===== src/lvw_cg_pkg.sv =====
`default_nettype none
package lvw_cg_pkg;

   // APB address width and register byte offsets.
   localparam int         APB_AW          = 12;
   localparam logic [11:0] OFS_WARN       = 12'h000;
   localparam logic [11:0] OFS_GATE_ONE   = 12'h004;
   localparam logic [11:0] OFS_GATE_TWO   = 12'h008;
   localparam logic [11:0] OFS_INT_STATUS = 12'h00c;
   localparam logic [11:0] OFS_INT_MASK   = 12'h010;

   // Field positions in the warning register.
   localparam int BIT_WARN_FLAG = 7;
   localparam int BIT_WARN_ACK  = 6;
   localparam int BIT_WARN_IE   = 3;

   // Field positions in the first gating register.
   localparam int BIT_MODULO_TIMER = 7;
   localparam int BIT_PULSE_TIMER  = 5;
   localparam int BIT_ADC          = 4;
   localparam int BIT_SERIAL_COMM  = 0;

   // Field positions in the second gating register.
   localparam int BIT_FLASH_REG  = 6;
   localparam int BIT_EXT_IRQ    = 5;
   localparam int BIT_KEYBOARD   = 4;
   localparam int BIT_COMPARATOR = 3;
   localparam int BIT_RTC_BUS    = 2;

   // Implemented bits of each register.
   localparam logic [7:0] GATE_ONE_MASK = 8'hb1;
   localparam logic [7:0] GATE_TWO_MASK = 8'h7c;
   localparam logic [7:0] INT_MASK_BITS = 8'h01;

   // Values after reset: every module clock runs, no warning, all masked.
   localparam logic [7:0] GATE_ONE_RESET = 8'hb1;
   localparam logic [7:0] GATE_TWO_RESET = 8'h7c;
   localparam logic [7:0] INT_RESET      = 8'h00;
   localparam logic [31:0] RDATA_RESET   = 32'h0000_0000;

   // Index of each gated module clock on the output vector.
   localparam int CLK_COUNT      = 9;
   localparam int CLK_MODULO     = 0;
   localparam int CLK_PULSE      = 1;
   localparam int CLK_ADC        = 2;
   localparam int CLK_SERIAL     = 3;
   localparam int CLK_FLASH      = 4;
   localparam int CLK_EXT_IRQ    = 5;
   localparam int CLK_KEYBOARD   = 6;
   localparam int CLK_COMPARATOR = 7;
   localparam int CLK_RTC_BUS    = 8;

   // Complete state of the control block.
   typedef struct packed {
      logic        warn_meta;
      logic        warn_sync;
      logic        low_voltage_warning_flag;
      logic        warning_interrupt_enable;
      logic [7:0]  gate_one;
      logic [7:0]  gate_two;
      logic [7:0]  int_status;
      logic [7:0]  int_mask;
      logic [31:0] prdata;
      logic        pready;
      logic        pslverr;
      logic        irq;
   } ctrl_state_t;

endpackage
`default_nettype wire


===== src/clock_gate_cell.sv =====
`default_nettype none
module clock_gate_cell
(
   input  wire logic clk,
   input  wire logic rst_n,
   input  wire logic en,
   output logic      gclk
);

   logic en_low_r;

   // The enable is retimed on the falling edge, so apart from an asynchronous
   // reset it only changes while the clock is low and the AND below cannot clip a phase.
   always_ff @(negedge clk or negedge rst_n)
   begin
      if (!rst_n)
         en_low_r <= 1'b0;
      else
         en_low_r <= en; // RULE16
   end

   // Gated output; an AND with a low-phase enable is glitch free.
   assign gclk = clk & en_low_r; // RULE16

endmodule
`default_nettype wire


===== src/lv_warning_clock_gating.sv =====
// Contract
// RULE1: The flag sets on a live warning, also after reset, and then sticks.
// RULE2: Reading the flag gives one for a live or latched warning, else zero.
// RULE3: An acknowledge write clears the flag only while no warning is live.
// RULE4: With the enable set the flag requests an interrupt; else none is made. The code also requests one from an unmasked status bit.
// RULE5: Bit 7 of gating register one passes or stops the modulo timer clock.
// RULE6: Bit 5 of gating register one passes or stops the pulse timer clock.
// RULE7: Bit 4 of gating register one passes or stops the converter clock.
// RULE8: Bit 0 of gating register one passes or stops the serial clock.
// RULE9: Bit 6 of gating register two gates the flash register clock.
// RULE10: Bit 5 of gating register two gates the external interrupt clock.
// RULE11: Bit 4 of gating register two gates the keyboard interrupt clock.
// RULE12: Bit 3 of gating register two gates all comparators through one gate.
// RULE13: Bit 2 of gating register two gates only the counter's bus clock.
// RULE14: Software disables a peripheral before stopping its clock.
// RULE15: Software re-initialises a peripheral after its clock returns.
// RULE16: Opening or closing a gate never shortens a phase of its clock.
// RULE17: Unimplemented bits read as zero and ignore writes.
`default_nettype none
module lv_warning_clock_gating
(
   input  wire logic                           pclk,
   input  wire logic                           presetn,
   input  wire logic                           pclken,
   input  wire logic                           psel,
   input  wire logic                           penable,
   input  wire logic                           pwrite,
   input  wire logic [lvw_cg_pkg::APB_AW-1:0]  paddr,
   input  wire logic [31:0]                    pwdata,
   input  wire logic [3:0]                     pstrb,
   input  wire logic                           low_voltage_warning,
   output logic [31:0]                         prdata,
   output logic                                pready,
   output logic                                pslverr,
   output logic                                irq,
   output logic [lvw_cg_pkg::CLK_COUNT-1:0]    module_clk
);

   lvw_cg_pkg::ctrl_state_t st_r;
   lvw_cg_pkg::ctrl_state_t st_nxt;

   logic                              setup_phase;
   logic                              access_phase;
   logic                              wr_access;
   logic                              wr_warn;
   logic                              ack_request;
   logic                              ack_clears;
   logic                              flag_seen;
   logic                              addr_mapped;
   logic                              lane0;
   logic [7:0]                        warn_read;
   logic [7:0]                        wbyte;
   logic [lvw_cg_pkg::CLK_COUNT-1:0]  gate_en;

   ////////////////////////////////////////////////////////////////////////
   // Bus phase decode.

   // The slave answers one cycle after setup, so access lasts one cycle.
   assign setup_phase  = psel & ~penable;
   assign access_phase = psel & penable & st_r.pready;
   assign wr_access    = access_phase & pwrite & ~st_r.pslverr;
   assign lane0        = pstrb[0];
   assign wbyte        = pwdata[7:0];
   assign wr_warn      = wr_access & lane0
                         & (paddr == lvw_cg_pkg::OFS_WARN);
   assign ack_request  = wr_warn & wbyte[lvw_cg_pkg::BIT_WARN_ACK];

   // An acknowledge is refused while the warning is still present.
   assign ack_clears   = ack_request & ~st_r.warn_sync; // RULE3

   // Flag as software sees it: latched value or live synchronised level.
   assign flag_seen    = st_r.low_voltage_warning_flag
                         | st_r.warn_sync; // RULE2

   // Address map check; unknown offsets answer with an error.
   always_comb
   begin
      if (paddr == lvw_cg_pkg::OFS_WARN)
         addr_mapped = 1'b1;
      else if (paddr == lvw_cg_pkg::OFS_GATE_ONE)
         addr_mapped = 1'b1;
      else if (paddr == lvw_cg_pkg::OFS_GATE_TWO)
         addr_mapped = 1'b1;
      else if (paddr == lvw_cg_pkg::OFS_INT_STATUS)
         addr_mapped = 1'b1;
      else if (paddr == lvw_cg_pkg::OFS_INT_MASK)
         addr_mapped = 1'b1;
      else
         addr_mapped = 1'b0;
   end

   // Warning register image; the acknowledge bit is write-only.
   always_comb
   begin
      warn_read = 8'h00; // RULE17
      warn_read[lvw_cg_pkg::BIT_WARN_FLAG] = flag_seen; // RULE2
      warn_read[lvw_cg_pkg::BIT_WARN_IE] = st_r.warning_interrupt_enable;
   end

   ////////////////////////////////////////////////////////////////////////
   // Next-state logic for the whole block.

   always_comb
   begin
      st_nxt = st_r;
      if (pclken)
      begin
         // Warning comes from the analog comparator, another domain.
         st_nxt.warn_meta = low_voltage_warning;
         st_nxt.warn_sync = st_r.warn_meta;

         // Latch the warning; a live warning beats any acknowledge.
         st_nxt.low_voltage_warning_flag =
            (st_r.low_voltage_warning_flag & ~ack_clears)
            | st_r.warn_sync; // RULE1 RULE3

         // Sticky event bit; a new event wins over a same-cycle clear.
         if (wr_access & lane0 & (paddr == lvw_cg_pkg::OFS_INT_STATUS))
            st_nxt.int_status = st_r.int_status & ~wbyte;
         if (st_r.warn_sync & ~st_r.low_voltage_warning_flag)
            st_nxt.int_status[0] = 1'b1;
         st_nxt.int_status = st_nxt.int_status & lvw_cg_pkg::INT_MASK_BITS;

         // Register writes take effect at the access edge only.
         if (wr_warn)
            st_nxt.warning_interrupt_enable =
               wbyte[lvw_cg_pkg::BIT_WARN_IE];
         if (wr_access & lane0 & (paddr == lvw_cg_pkg::OFS_GATE_ONE))
            st_nxt.gate_one = wbyte & lvw_cg_pkg::GATE_ONE_MASK; // RULE17
         if (wr_access & lane0 & (paddr == lvw_cg_pkg::OFS_GATE_TWO))
            st_nxt.gate_two = wbyte & lvw_cg_pkg::GATE_TWO_MASK; // RULE17
         if (wr_access & lane0 & (paddr == lvw_cg_pkg::OFS_INT_MASK))
            st_nxt.int_mask = wbyte & lvw_cg_pkg::INT_MASK_BITS;

         // Answer in the cycle after setup; data is captured at setup.
         st_nxt.pready = setup_phase;
         if (setup_phase)
         begin
            st_nxt.pslverr = ~addr_mapped;
            st_nxt.prdata  = lvw_cg_pkg::RDATA_RESET;
            if (pwrite)
               st_nxt.prdata = lvw_cg_pkg::RDATA_RESET;
            else if (paddr == lvw_cg_pkg::OFS_WARN)
               st_nxt.prdata[7:0] = warn_read; // RULE2
            else if (paddr == lvw_cg_pkg::OFS_GATE_ONE)
               st_nxt.prdata[7:0] = st_r.gate_one;
            else if (paddr == lvw_cg_pkg::OFS_GATE_TWO)
               st_nxt.prdata[7:0] = st_r.gate_two;
            else if (paddr == lvw_cg_pkg::OFS_INT_STATUS)
               st_nxt.prdata[7:0] = st_r.int_status;
            else if (paddr == lvw_cg_pkg::OFS_INT_MASK)
               st_nxt.prdata[7:0] = st_r.int_mask;
         end
         else if (!psel)
            st_nxt.pslverr = 1'b0;

         // Request while the flag is up and enabled, or on an unmasked status bit.
         st_nxt.irq = (st_r.low_voltage_warning_flag
                       & st_r.warning_interrupt_enable) // RULE4
                      | (|(st_r.int_status & st_r.int_mask));
      end
   end

   ////////////////////////////////////////////////////////////////////////
   // State register.

   // Gates reset open so that peripherals work before software acts.
   always_ff @(posedge pclk or negedge presetn)
   begin
      if (!presetn)
      begin
         st_r.warn_meta                <= 1'b0;
         st_r.warn_sync                <= 1'b0;
         st_r.low_voltage_warning_flag <= 1'b0;
         st_r.warning_interrupt_enable <= 1'b0;
         st_r.gate_one                 <= lvw_cg_pkg::GATE_ONE_RESET;
         st_r.gate_two                 <= lvw_cg_pkg::GATE_TWO_RESET;
         st_r.int_status               <= lvw_cg_pkg::INT_RESET;
         st_r.int_mask                 <= lvw_cg_pkg::INT_RESET;
         st_r.prdata                   <= lvw_cg_pkg::RDATA_RESET;
         st_r.pready                   <= 1'b0;
         st_r.pslverr                  <= 1'b0;
         st_r.irq                      <= 1'b0;
      end
      else
      begin
         st_r <= st_nxt;
      end
   end

   // Bus and interrupt outputs come straight from the state register.
   assign prdata  = st_r.prdata;
   assign pready  = st_r.pready;
   assign pslverr = st_r.pslverr;
   assign irq     = st_r.irq;

   ////////////////////////////////////////////////////////////////////////
   // Clock gates.

   // Each gating bit drives exactly one gate cell.
   always_comb
   begin
      gate_en = '0;
      gate_en[lvw_cg_pkg::CLK_MODULO] =
         st_r.gate_one[lvw_cg_pkg::BIT_MODULO_TIMER]; // RULE5
      gate_en[lvw_cg_pkg::CLK_PULSE] =
         st_r.gate_one[lvw_cg_pkg::BIT_PULSE_TIMER]; // RULE6
      gate_en[lvw_cg_pkg::CLK_ADC] =
         st_r.gate_one[lvw_cg_pkg::BIT_ADC]; // RULE7
      gate_en[lvw_cg_pkg::CLK_SERIAL] =
         st_r.gate_one[lvw_cg_pkg::BIT_SERIAL_COMM]; // RULE8
      gate_en[lvw_cg_pkg::CLK_FLASH] =
         st_r.gate_two[lvw_cg_pkg::BIT_FLASH_REG]; // RULE9
      gate_en[lvw_cg_pkg::CLK_EXT_IRQ] =
         st_r.gate_two[lvw_cg_pkg::BIT_EXT_IRQ]; // RULE10
      gate_en[lvw_cg_pkg::CLK_KEYBOARD] =
         st_r.gate_two[lvw_cg_pkg::BIT_KEYBOARD]; // RULE11
      // One shared comparator clock feeds every comparator instance.
      gate_en[lvw_cg_pkg::CLK_COMPARATOR] =
         st_r.gate_two[lvw_cg_pkg::BIT_COMPARATOR]; // RULE12
      // Only the counter's bus clock is gated here; its reference and
      // low-power oscillator clocks bypass this block entirely.
      gate_en[lvw_cg_pkg::CLK_RTC_BUS] =
         st_r.gate_two[lvw_cg_pkg::BIT_RTC_BUS]; // RULE13
   end

   // A stopped peripheral keeps stale state; software must reload it.
   genvar gi;
   generate
      for (gi = 0; gi < lvw_cg_pkg::CLK_COUNT; gi++)
      begin : g_gate
         clock_gate_cell u_gate
         (
            .clk   (pclk),
            .rst_n (presetn),
            .en    (gate_en[gi]),
            .gclk  (module_clk[gi])
         );
      end
   endgenerate

   // Every gated clock must follow its own bit; an open gate that does not
   // pass the clock would starve the module behind it.
   for (genvar ai = 0; ai < lvw_cg_pkg::CLK_COUNT; ai++)
   begin : g_gate_chk

   end
endmodule
`default_nettype wire


===== config.mk =====
export PLATFORM = sky130hd
export DESIGN_NAME = lv_warning_clock_gating
export DESIGN_NICKNAME = d
export VERILOG_FILES = /design/src/lvw_cg_pkg.sv /design/src/clock_gate_cell.sv /design/src/lv_warning_clock_gating.sv
export SDC_FILE = /design/constraint.sdc
export NUM_CORES = 1
export LEC_CHECK = 0
export ABC_AREA = 1
export BUFFER_PORTS_ARGS = -buffer_cell sky130_fd_sc_hd__buf_2
export CAP_MARGIN = 15
export CORE_MARGIN = 2
export CORE_UTILIZATION = 49
export DETAILED_ROUTE_END_ITERATION = 10
export PLACE_DENSITY = 0.87
export SKIP_LAST_GASP = 1
export SYNTH_ARGS = -nofsm -noshare
export SYNTH_HDL_FRONTEND = slang
export SYNTH_HIERARCHICAL = 1
export SYNTH_SLANG_ARGS = --single-unit
export TNS_END_PERCENT = 1

===== constraint.sdc =====
create_clock -name pclk -period 3.6 [get_ports pclk]
set_clock_uncertainty 0.15 [all_clocks]
set_input_delay 0.36 -clock pclk [delete_from_list [all_inputs] [get_ports pclk]]
set_output_delay 0.36 -clock pclk [all_outputs]
set_load 0.005 [all_outputs]

==> results.md <==
- Outcome: finished, final reports clean
- Via count: 1,566
- ANT cells: 0
- Multi-input logic area: around 730 um^2
- Number of global-route vias before repair: approximately 1,600
- VDD IR max: roughly 0.27 mV
- Metal3 WL: between 200 and 250 um
- Power per cell area: ~450 nW/um^2
- Placed Area: just over 2000 um^2
- Commonest cells after routing, fill and taps aside: nand2_1, buf_2, inv_1, conb_1, dfrtp_1
- Syn-to-layout area delta: 16.3%
- Cell taking the most area after synthesis: dfrtp_1
- End-of-flow core utilization: between 50 and 60%
- Synth top area cells: dfrtp_1, nand2_1, buf_4
- DR WL/cell: 10.8 um
- Post-Route Setup TNS: 0 ns
- Post-Syn Area: 1900 um^2
- Hold Path Class: primary input to flip-flop
- Crit start category: flip-flop
- Synthesized flop and latch total: 34
- Total track usage: around a fifth
- Post-route cell area: ~2200 um^2
- Antenna violations before repair: 0
- Static leakage power: 1.31 nW
- Total power: 0.995 mW
- Pre-antenna DRT Iters: 4
- Vias/cell: roughly 4.6
- Total die area: between 4000 and 5000 um^2
- Row count: 22
- CP Max Fanout: 1
- Commonest non-fill, non-tap cell in the layout: nand2_1
- Clock latency on the worst-skew pair: between 0.3 and 0.4 ns
- Final Hold Fails: 0
- Reg clk slew, reported paths: 0.06 ns
- Routed wl met2: about 1900 um
- Count of pins over their slew limit: 0
- Total routed wirelength: ~3700 um
- Initial core utilization: approximately half
- Synth top area share: a little over a fifth
- Synth Area per Inst: between 7 and 8 um^2
- RSZ-0062 raised after global routing: no
- CP cell instances: nand2_1 -> inv_1 -> buf_2
- Io pins: 99
- Largest net degree at the start of global routing: 25
- Crit. End Element: output pin
- Synth Warn #: 6
- Fillers: 360
- IO Port Bufs: 45
- Final nets: ~350
- CTS tree: built
- ANT nets after route: 0
- Area of the core: about 3700 um^2
- Unique cell type count in the Yosys netlist: 20
- First-pass GRT wire length: around 6300 um
- CP max stage cell: dfrtn_1
- DIE HEIGHT: between 60 and 70 um
- Register area share after synthesis: 45.5%
- Top sig layer: met4
- Overflow after GRT: 0
- Setup CP Type: flip-flop to output pin
- Relative slew slack: 63.2%
- Max-cap violations: 0
- Die X: between 60 and 70 um
- Iter 0 DRT Violations: between 80 and 90
- Setup violators final: 0
- Instance count of the mapped netlist: roughly 240
- Crit path arrival time: between 2 and 3 ns
- Req. time, crit path: just over 3 ns
- WL met1: 1540 um
- Layout cells sized above 1: 28.1%
- Crit path largest cell delay: roughly 0.38 ns
- Seq. cell area: 862 um^2
- Post-route DRC violation count: 0
- Dpl hpwl: 2800 um
- Routability Congestion: approximately 0.85
- Slew @ Worst Pin: 0.552 ns
metal layers:
| metal | vias to the layer above | track usage, % |
|---|---|---|
| met2 | 64 | 30.9 |
| met5 | - | 0 |
| li1 | 789 | - |
| met1 | 700 | 21.7 |
| met4 | 0 | 15.8 |
| met3 | 13 | 7.16 |
path summary, 6_finish.rpt:
check / startpoint / endpoint / slack (ns) / cells after the start
min: low_voltage_warning / st_r[70] / 0.02 / 3
min reg2reg: prdata[0] / prdata[0] / 0.33 / 2
max: g_gate[2].u_gate/en_low_r / module_clk[2] / 0.31 / 3
min in group asynchronous: presetn / st_r[43] / 0.33 / 2
max reg2reg: gate_en[2] / g_gate[2].u_gate/en_low_r / 1.14 / 0
max in group asynchronous: presetn / g_gate[4].u_gate/en_low_r / 0.90 / 2
area by class of cell:
class | count | share of cell area (%)
inverter | 29 | 4.94
timing repair buffer | 38 | 8.97
clock inverter | 11 | 2.55
multi-input combinational | 163 | 33.3
clock buffer | 20 | 8.46
tap | 48 | 2.72
sequential | 34 | 39.1
where the power goes:
part	internal (mW)	leakage (nW)	total [mW]	switching, mW
sequential	0.392	0.412	0.399	0.00734
clock	0.323	0.227	0.529	0.206
combinational	0.0233	0.671	0.0670	0.0437
total	0.738	1.31	0.995	0.257
flip-flops by register name, indices dropped and copies added, names as in the netlist:
| signal | count |
|---|---|
| g_gate.u_gate/en_low_r | 9 |
| gate_en | 9 |
| prdata | 7 |
| st_r | 6 |
| irq | 1 |
| pready | 1 |
| pslverr | 1 |
repair_timing:
item | 4_1_cts | 5_1_grt
endpoints found under the setup margin | 0 | 0
hold endpoints to repair | 12 | 0
buffers inserted | 0 | 0
resized for setup | 0 | 0
hold buffers | 1 | 0
synthesized netlist by cell type (all sizes together):
library cell,n
nand3,17
conb,1
nand4,3
a21oi,3
inv,38
nand2,73
dfstp,9
dfrtn,9
dfrtp,16
o21ai,20
buf,33
nor3,2
nor2,20
metrics by stage:
step | setup slack (ns) | hold WS (ns) | std cells
after floorplan | 0.836 | -0.0856 | 268
after global placement | 0.758 | 0.203 | 329
after detailed placement | 0.744 | 0.214 | 329
after CTS | 0.292 | 0.0169 | 343
after global routing | 0.228 | 0.0154 | 343
final | 0.309 | 0.0197 | 343
cells by family (layout without fill, tap and decap cells):
family | after synthesis | in the layout | synth area share [%]
DFF | 34 | 34 | 45.5
AOI/OAI and AO/OA | 23 | 23 | 6.07
and+or+nand+nor | 115 | 115 | 27.7
buffers and inverters | 71 | 98 | 20.6
other | 1 | 25 | 0.198
critical path: cells and delay by family (launching register included):
family                 cells  cell delay, ns
buffers and inverters      2            0.14
flip-flops                 1            0.38
AND/OR/NAND/NOR            1            0.05
(Power assumes the default switching activity.)
